[config.mk]
export PLATFORM = sky130hd
export DESIGN_NAME = trgro_top
export DESIGN_NICKNAME = d
export VERILOG_FILES = /design/src/rtl/trgro_pkg.sv /design/src/rtl/trgro_sync.sv /design/src/rtl/trgro_top.sv
export SDC_FILE = /design/constraint.sdc
export NUM_CORES = 2
export LEC_CHECK = 0
export ABC_AREA = 1
export BUFFER_PORTS_ARGS = -buffer_cell sky130_fd_sc_hd__buf_2
export CORE_MARGIN = 3
export CORE_UTILIZATION = 26
export DETAILED_ROUTE_END_ITERATION = 6
export GPL_ROUTABILITY_DRIVEN = 1
export MAX_ROUTING_LAYER = met4
export PLACE_DENSITY = 0.47
export SLEW_MARGIN = 20
export SYNTH_ARGS = -nofsm -noshare
export SYNTH_HDL_FRONTEND = slang
export SYNTH_HIERARCHICAL = 1
export SYNTH_SLANG_ARGS = --single-unit
[constraint.sdc]
create_clock -name core_clk_i -period 7.3 [get_ports core_clk_i]
set_input_delay 1.46 -clock core_clk_i [delete_from_list [all_inputs] [get_ports core_clk_i]]
set_output_delay 1.46 -clock core_clk_i [all_outputs]
set_load 0.02 [all_outputs]
[src/rtl/trgro_pkg.sv]
package trgro_pkg;
  // ==========================================================
  // Select codes
  localparam logic [2:0] TRGRO_SEL_OFF = 3'h0;
  localparam logic [2:0] TRGRO_SEL_STAR = 3'h7;
  localparam logic [2:0] TRGRO_SEL_RST = 3'h0;
  // ==========================================================
  // Timing
  localparam int TRGRO_CLK_MHZ = 10;
  localparam int TRGRO_DRDY_US = 100;
  localparam int TRGRO_DRDY_CYC = TRGRO_DRDY_US * TRGRO_CLK_MHZ;
  localparam logic [9:0] TRGRO_DRDY_CNT = 10'(TRGRO_DRDY_CYC);
  // ==========================================================
  // Storage
  localparam int TRGRO_FIFO_DEPTH = 5;
  localparam int TRGRO_BUF_DEPTH = 64;
  localparam int TRGRO_DATA_W = 32;
  localparam logic [2:0] TRGRO_FIFO_FULL = 3'h5;
  localparam logic [6:0] TRGRO_BUF_MAX = 7'h40;
  localparam logic [6:0] TRGRO_CNT_RST = 7'h00;
  typedef enum logic [1:0] {TRGRO_IDLE, TRGRO_STREAM, TRGRO_BUFFER}
    trgro_mode_t;
endpackage

[src/rtl/trgro_sync.sv]
`timescale 1ns/1ns
`default_nettype none
module trgro_sync
(
  input wire logic core_clk_i,
  input wire logic rst_i,
  input wire logic async_i,
  output logic sync_o
);
  logic s1_q;
  logic s2_q;
  logic s3_q;
  // ==========================================================
  // Three stage sampler, change once stages two and three agree
  always_ff @(posedge core_clk_i)
  begin
    if (rst_i)
    begin
      s1_q <= 1'b0;
      s2_q <= 1'b0;
      s3_q <= 1'b0;
      sync_o <= 1'b0;
    end
    else
    begin
      s1_q <= async_i;
      s2_q <= s1_q;
      s3_q <= s2_q;
      if (s2_q == s3_q)
        sync_o <= s3_q;
    end
  end
endmodule
`default_nettype wire

[src/rtl/trgro_top.sv]
`timescale 1ns/1ns
`default_nettype none
module trgro_top
(
  input wire logic core_clk_i,
  input wire logic rst_i,
  input wire logic [2:0] backplane_trigger_in_select_i,
  input wire logic [2:0] data_ready_out_select_i,
  input wire logic sel_we_i,
  input wire logic connector_trig_i,
  input wire logic [6:0] bp_trig_i,
  output logic [6:0] bp_trig_o,
  output logic [6:0] bp_trig_oe_o,
  output logic meas_trig_o,
  input wire logic conv_done_i,
  input wire logic [trgro_pkg::TRGRO_DATA_W-1:0] conv_data_i,
  input wire logic set_streaming_triggered_read_i,
  input wire logic set_buffered_triggered_read_i,
  input wire logic [6:0] read_count_i,
  output logic query_meter_ready_o,
  input wire logic read_stored_reading_i,
  output logic [trgro_pkg::TRGRO_DATA_W-1:0] read_data_o,
  output logic read_valid_o,
  output logic overrun_o,
  input wire logic overrun_clr_i,
  output logic data_ready_n_o
);
  import trgro_pkg::*;
  logic [2:0] in_sel_q;
  logic [2:0] out_sel_q;
  logic [6:0] bp_s;
  logic conn_s;
  logic bp_pick;
  logic [9:0] drdy_cnt_q;
  trgro_mode_t mode_q;
  logic [TRGRO_DATA_W-1:0] mem_q [TRGRO_BUF_DEPTH];
  logic [6:0] wr_q;
  logic [6:0] rd_q;
  logic [6:0] target_q;
  logic ovr_q;
  logic [6:0] level;
  logic fifo_full;
  logic take;
  logic pop;
  logic [5:0] wr_idx;
  logic [5:0] rd_idx;
  logic [6:0] target_d;
  logic [TRGRO_DATA_W-1:0] rdata_q;
  logic rvalid_q;
  logic [10:0] since_q;

  function automatic logic [6:0] line_dec(input logic [2:0] code);
    line_dec = (code == TRGRO_SEL_OFF) ? 7'h00 : 7'(7'h01 << (code - 3'h1));
  endfunction

  // Stream ring pointers run over twice the depth
  localparam logic [6:0] RING_TOP = 7'(2 * TRGRO_FIFO_DEPTH - 1);
  localparam logic [6:0] RING_SPAN = 7'(2 * TRGRO_FIFO_DEPTH);

  function automatic logic [6:0] ptr_inc(input logic [6:0] p,
    input logic ring);
    ptr_inc = (ring && p == RING_TOP) ? 7'h00 : 7'(p + 7'h01);
  endfunction

  // ==========================================================
  // Input sampling
  trgro_sync u_conn
  (
    .core_clk_i(core_clk_i),
    .rst_i(rst_i),
    .async_i(connector_trig_i),
    .sync_o(conn_s)
  );
  genvar g;
  generate
    for (g = 0; g < 7; g++)
    begin : g_bp
      trgro_sync u_bp
      (
        .core_clk_i(core_clk_i),
        .rst_i(rst_i),
        .async_i(bp_trig_i[g]),
        .sync_o(bp_s[g])
      );
    end
  endgenerate

  // ==========================================================
  // Selection registers
  always_ff @(posedge core_clk_i)
  begin
    if (rst_i)
    begin
      in_sel_q <= TRGRO_SEL_RST;
      out_sel_q <= TRGRO_SEL_RST;
    end
    else if (sel_we_i)
    begin
      in_sel_q <= backplane_trigger_in_select_i;
      out_sel_q <= data_ready_out_select_i;
    end
  end

  // ==========================================================
  // Trigger forming
  // input line decode
  assign bp_pick = |(bp_s & line_dec(in_sel_q));
  assign meas_trig_o = conn_s | bp_pick;

  // ==========================================================
  // Data ready pulse
  always_ff @(posedge core_clk_i)
  begin
    if (rst_i)
      drdy_cnt_q <= 10'h000;
    else if (conv_done_i)
      drdy_cnt_q <= TRGRO_DRDY_CNT;
    else if (drdy_cnt_q != 10'h000)
      drdy_cnt_q <= drdy_cnt_q - 10'h001;
  end
  assign data_ready_n_o = (drdy_cnt_q == 10'h000);
  always_ff @(posedge core_clk_i)
  begin
    if (rst_i)
      since_q <= 11'h7FF;
    else if (conv_done_i)
      since_q <= 11'h001;
    else if (since_q != 11'h7FF)
      since_q <= since_q + 11'h001;
  end
  assign bp_trig_oe_o = data_ready_n_o ? 7'h00 : line_dec(out_sel_q);
  assign bp_trig_o = 7'h00;

  // ==========================================================
  // Reading storage
  assign level = (mode_q == TRGRO_STREAM && wr_q < rd_q) ?
    7'(wr_q + RING_SPAN - rd_q) : 7'(wr_q - rd_q);
  assign fifo_full = (level >= 7'(TRGRO_FIFO_FULL));
  assign take = conv_done_i &&
    ((mode_q == TRGRO_STREAM && !fifo_full) ||
     (mode_q == TRGRO_BUFFER && wr_q < target_q));
  assign pop = read_stored_reading_i && (level != 7'h00) &&
    (mode_q != TRGRO_BUFFER || query_meter_ready_o);
  assign wr_idx = (mode_q == TRGRO_STREAM) ? 6'(wr_q % 7'd5) : wr_q[5:0];
  assign rd_idx = (mode_q == TRGRO_STREAM) ? 6'(rd_q % 7'd5) : rd_q[5:0];
  assign target_d = (read_count_i > TRGRO_BUF_MAX) ? TRGRO_BUF_MAX
    : read_count_i;

  always_ff @(posedge core_clk_i)
  begin
    if (rst_i)
    begin
      mode_q <= TRGRO_IDLE;
      wr_q <= TRGRO_CNT_RST;
      rd_q <= TRGRO_CNT_RST;
      target_q <= TRGRO_CNT_RST;
    end
    else if (set_streaming_triggered_read_i)
    begin
      mode_q <= TRGRO_STREAM;
      wr_q <= TRGRO_CNT_RST;
      rd_q <= TRGRO_CNT_RST;
    end
    else if (set_buffered_triggered_read_i)
    begin
      mode_q <= TRGRO_BUFFER;
      wr_q <= TRGRO_CNT_RST;
      rd_q <= TRGRO_CNT_RST;
      target_q <= target_d;
    end
    else
    begin
      if (take)
        wr_q <= ptr_inc(wr_q, mode_q == TRGRO_STREAM);
      if (pop)
        rd_q <= ptr_inc(rd_q, mode_q == TRGRO_STREAM);
    end
  end

  always_ff @(posedge core_clk_i)
  begin
    if (take)
      mem_q[wr_idx] <= conv_data_i;
  end

  always_ff @(posedge core_clk_i)
  begin
    if (rst_i)
    begin
      rdata_q <= '0;
      rvalid_q <= 1'b0;
    end
    else
    begin
      rvalid_q <= pop;
      if (pop)
        rdata_q <= mem_q[rd_idx];
    end
  end
  assign read_data_o = rdata_q;
  assign read_valid_o = rvalid_q;

  assign query_meter_ready_o = (mode_q == TRGRO_BUFFER) ?
    (wr_q == target_q) : (level != 7'h00);

  // ==========================================================
  // Overrun flag
  always_ff @(posedge core_clk_i)
  begin
    if (rst_i)
      ovr_q <= 1'b0;
    else if (conv_done_i && mode_q == TRGRO_STREAM && fifo_full)
      ovr_q <= 1'b1;
    else if (overrun_clr_i)
      ovr_q <= 1'b0;
  end
  assign overrun_o = ovr_q;

  // ==========================================================
  // Checks
  AST_RESET_OFF: assert property (@(posedge core_clk_i)
    rst_i |=> (in_sel_q == 3'h0 && out_sel_q == 3'h0))
    else $error("select not disabled after reset");
  AST_TRIG_OR: assert property (@(posedge core_clk_i)
    disable iff (rst_i) conn_s |-> meas_trig_o)
    else $error("connector trigger lost");
  AST_SEL_OFF: assert property (@(posedge core_clk_i)
    disable iff (rst_i) (in_sel_q == 3'h0) |-> (meas_trig_o == conn_s))
    else $error("disabled input still triggers");
  AST_DRDY_LOW: assert property (@(posedge core_clk_i)
    disable iff (rst_i) conv_done_i |=> !data_ready_n_o [*8])
    else $error("data ready pulse too short");
  AST_DRDY_SPAN: assert property (@(posedge core_clk_i)
    disable iff (rst_i)
    (since_q <= 11'(TRGRO_DRDY_CYC)) |-> !data_ready_n_o)
    else $error("data ready pulse ended early");
  AST_DRDY_END: assert property (@(posedge core_clk_i)
    disable iff (rst_i)
    (since_q > 11'(TRGRO_DRDY_CYC)) |-> data_ready_n_o)
    else $error("data ready pulse too long");
  AST_OUT_OFF: assert property (@(posedge core_clk_i)
    disable iff (rst_i) (out_sel_q == 3'h0) |-> (bp_trig_oe_o == 7'h00))
    else $error("disabled output drives");
  AST_FIFO_MAX: assert property (@(posedge core_clk_i)
    disable iff (rst_i) (mode_q == TRGRO_STREAM) |-> (level <= 7'd5))
    else $error("fifo holds more than five");
  AST_BUF_MAX: assert property (@(posedge core_clk_i)
    disable iff (rst_i) wr_q <= 7'd64)
    else $error("buffer beyond 64");
  AST_READY: assert property (@(posedge core_clk_i)
    disable iff (rst_i)
    (mode_q == TRGRO_BUFFER && wr_q != target_q) |-> !query_meter_ready_o)
    else $error("ready before all readings");
  AST_OVR: assert property (@(posedge core_clk_i)
    disable iff (rst_i)
    (conv_done_i && mode_q == TRGRO_STREAM && fifo_full) |=> overrun_o)
    else $error("overrun not flagged");
endmodule
`default_nettype wire

==> results.sh <==
export IMPL_port_buffers=104
export IMPL_clock_latency_ns=0.93
export IMPL_grt_pass1_wl_um=434000
export IMPL_crit_fanout=20
export IMPL_mostFrequentLayoutCells="2272 x nand2_1, 2193 x nand3_1, 2048 x edfxtp_1"
export IMPL_final_cell_count_no_fill=13204
export IMPL_slew_limit_headroom_pct=25.6
export IMPL_end_kind="register"
export IMPL_clock_sinks=2153
export IMPL_design_core_area_sq_um=350000
export IMPL_hold_path_class="register to register"
export IMPL_rows=217
export IMPL_htreeDepth=4
export IMPL_viasPerCell=4.71
export IMPL_synth_cell_area_sq_um=91500
export IMPL_critPathMostFrequentCell="nand2_1"
export IMPL_path_buf_inv=5
export IMPL_cts_buffer_depth=4
export IMPL_die_area_sq_um=359000
export IMPL_synth_area_top_cells="edfxtp_1 67%, nand3_1 12%, nand2_1 9.3%, inv_1 3.2%, dfxtp_1 2.3%"
export IMPL_rsz0062_at_grt="false"
export IMPL_drt_iter0_markers=5986
export IMPL_start_kind="register"
export IMPL_postCtsSetupRepairBufs=0
export IMPL_via_count=62182
export IMPL_place_congestion=0.872
export IMPL_power_leakage_nw=39.2
export IMPL_peakVddDrop_mv=0.235
export IMPL_critical_path_top_delay_family="simple AND/OR/NAND/NOR gates"
export IMPL_synth_top_area_share_pct=67.2
export IMPL_final_common_cell="nand2_1"
export IMPL_utilization_pct=30.1
export IMPL_die_h_um=599
export IMPL_grt_pass1_vias=59212
export IMPL_initial_core_util_pct=26.2
export IMPL_synth_flop_cell="edfxtp_1"
export IMPL_numCtsBuffers=233
export IMPL_routed_wl_um=303000
export IMPL_synth_warning_count=6
export IMPL_yosysTopAreaCell="edfxtp_1"
export IMPL_hold_violations=0
export IMPL_cts_tree="done"
export IMPL_track_usage_pct=17.0
export IMPL_worstPathArrival_ns=6.90
export IMPL_ys_ff_latch=2153
export IMPL_syn_inst=8336
export IMPL_cp_slowest_stage_delay_ns=1.00
export IMPL_grt_antenna_before_repair=17
export IMPL_hold_buffers=0
export IMPL_hpwl_um=181000
export IMPL_dieWidth_um=599
export IMPL_fin_worst_skew_ns=0.110
export IMPL_route_detailed_drc=0
export IMPL_synth_seq_area_share_pct=69.5
export IMPL_root_buffer="clkbuf_16"
export IMPL_overflow=0
export IMPL_setup_viol=0
export IMPL_maxCapViolCount=0
export IMPL_synth_area_per_cell_sq_um=11.0
export IMPL_dp_cells=12758
export IMPL_post_cts_resized=0
export IMPL_dr_pass1_iters=6
export IMPL_setup_tns_final_ns=0
export IMPL_dp_slack_ns=0.941
export IMPL_area_delta_synth_final_pct=15.2
export IMPL_status="finished clean"
export IMPL_fin_ws_ns=0.935
export IMPL_finalCriticalPeriod_ns=6.36
export IMPL_tightest_slew_ns=1.11
export IMPL_synthArstFlopShare_pct=0
export IMPL_fin_nets=8503
export IMPL_pwr_density_cell_nw_per_um2=258
export IMPL_drv_slew=0
export IMPL_cp_slowest_cell="nor2_4"
export IMPL_ant_nets=0
export IMPL_grt_max_degree=134
export IMPL_critPathKind="register to register"
export IMPL_ios=112
export IMPL_clk_pin_slew_worst_paths_ns=0.06
export IMPL_synth_edff_count=2048
export IMPL_required_ns=7.83
export IMPL_post_route_period_util_pct=87.2
export IMPL_max_clock_freq_ghz=0.157
export IMPL_drive_above_1_share_pct=9.27
export IMPL_synthDistinctLibCells=52
export IMPL_routedWlPerCell_um=23.0
-- cell families after synthesis --
kind of cell | Yosys count | share of synthesized area (%)
and+or+nand+nor | 4692 | 22.6
DFF | 2153 | 69.5
buffers and inverters | 1289 | 6.20
AOI/OAI and AO/OA | 146 | 0.940
adders and majority gates | 41 | 0.602
xor gates and xnor gates | 14 | 0.134
other | 1 | 0.00410
-- report_power, final --
group          switching, mW  internal [mW]  leakage (nW)
Sequential            0.0837           13.6          19.3
Combinational           1.52          0.415          16.3
Clock                   4.96           6.60          3.63
-- final cells by class --
type                            instances  area (sq um)
Tap cell                             4599          5750
Clock buffer                          279          6140
Clock inverter                        148          1240
Antenna cell                           12          30.0
Timing Repair Buffer                  323          2780
Fill cell                           35674        244000
Sequential cell                      2153         63600
Multi-Input combinational cell       4900         22800
Inverter                              790          2980
-- stage by stage --
stage | cell area, sq um | hold WS, ns | power, mW
after global routing | 105000 | 0.423 | 28.0
final | 105000 | 0.403 | 27.1
after CTS | 105000 | 0.407 | 27.4
after detailed placement | 97800 | 0.395 | 15.9
after floorplan | 91500 | 0.388 | 14.8
after global placement | 97700 | 0.391 | 15.9
-- routing by layer --
metal	share of wire, %	global-route usage (%)	vias up
met5	0	-	-
met4	4.3	6.57	0
met3	6.2	2.51	470
met2	47	26.8	1998
met1	42	22.0	31007
li1	-	-	28707
-- sequential cells by signal, indices dropped and copies added (netlist names), 2 cells and up --
register	cells
out_sel_q	3
read_data_o	32
g_bp.u_bp/sync_o	7
wr_q	7
g_bp.u_bp/s3_q	7
g_bp.u_bp/s1_q	7
drdy_cnt_q	10
mode_q	2
g_bp.u_bp/s2_q	7
rd_q	7
in_sel_q	3
mem_q	2048
target_q	7
-- synthesized netlist by cell type, types with 5 or more instances --
cell type	number
buf_4	66
nand2_1	2276
buf_1	39
dfxtp_1	105
inv_1	772
nor3_1	21
o21bai_1	14
clkbuf_1	98
nor2_1	140
nand4_1	10
nand2_2	18
clkinv_1	5
buf_6	31
buf_2	263
fa_1	5
inv_2	13
o21ai_0	24
nor2_2	8
edfxtp_1	2048
ha_1	36
xor2_1	10
a21oi_1	79
nand3_2	6
nand3_1	2194
-- worst min-delay path: stages (launching register included) --
cell	delay [ns]
dfxtp_1	0.30
inv_1	0.04
nor2_1	0.03
-- worst paths after layout --
path | slack (ns) | from | depth (start not counted) | endpoint
worst max-delay path | 0.94 | wr_q[4]$_SDFFE_PP0P_ | 34 | mem_q[47][21]$_DFFE_PP_
worst min-delay path | 0.40 | g_bp[5].u_bp/s1_q$_SDFF_PP0_ | 2 | g_bp[5].u_bp/s2_q$_SDFF_PP0_
worst max register to register | 0.94 | wr_q[4]$_SDFFE_PP0P_ | 34 | mem_q[47][21]$_DFFE_PP_
worst min register to register | 0.40 | g_bp[5].u_bp/s1_q$_SDFF_PP0_ | 2 | g_bp[5].u_bp/s2_q$_SDFF_PP0_
No activity file was read; power rests on OpenSTA's default activity.
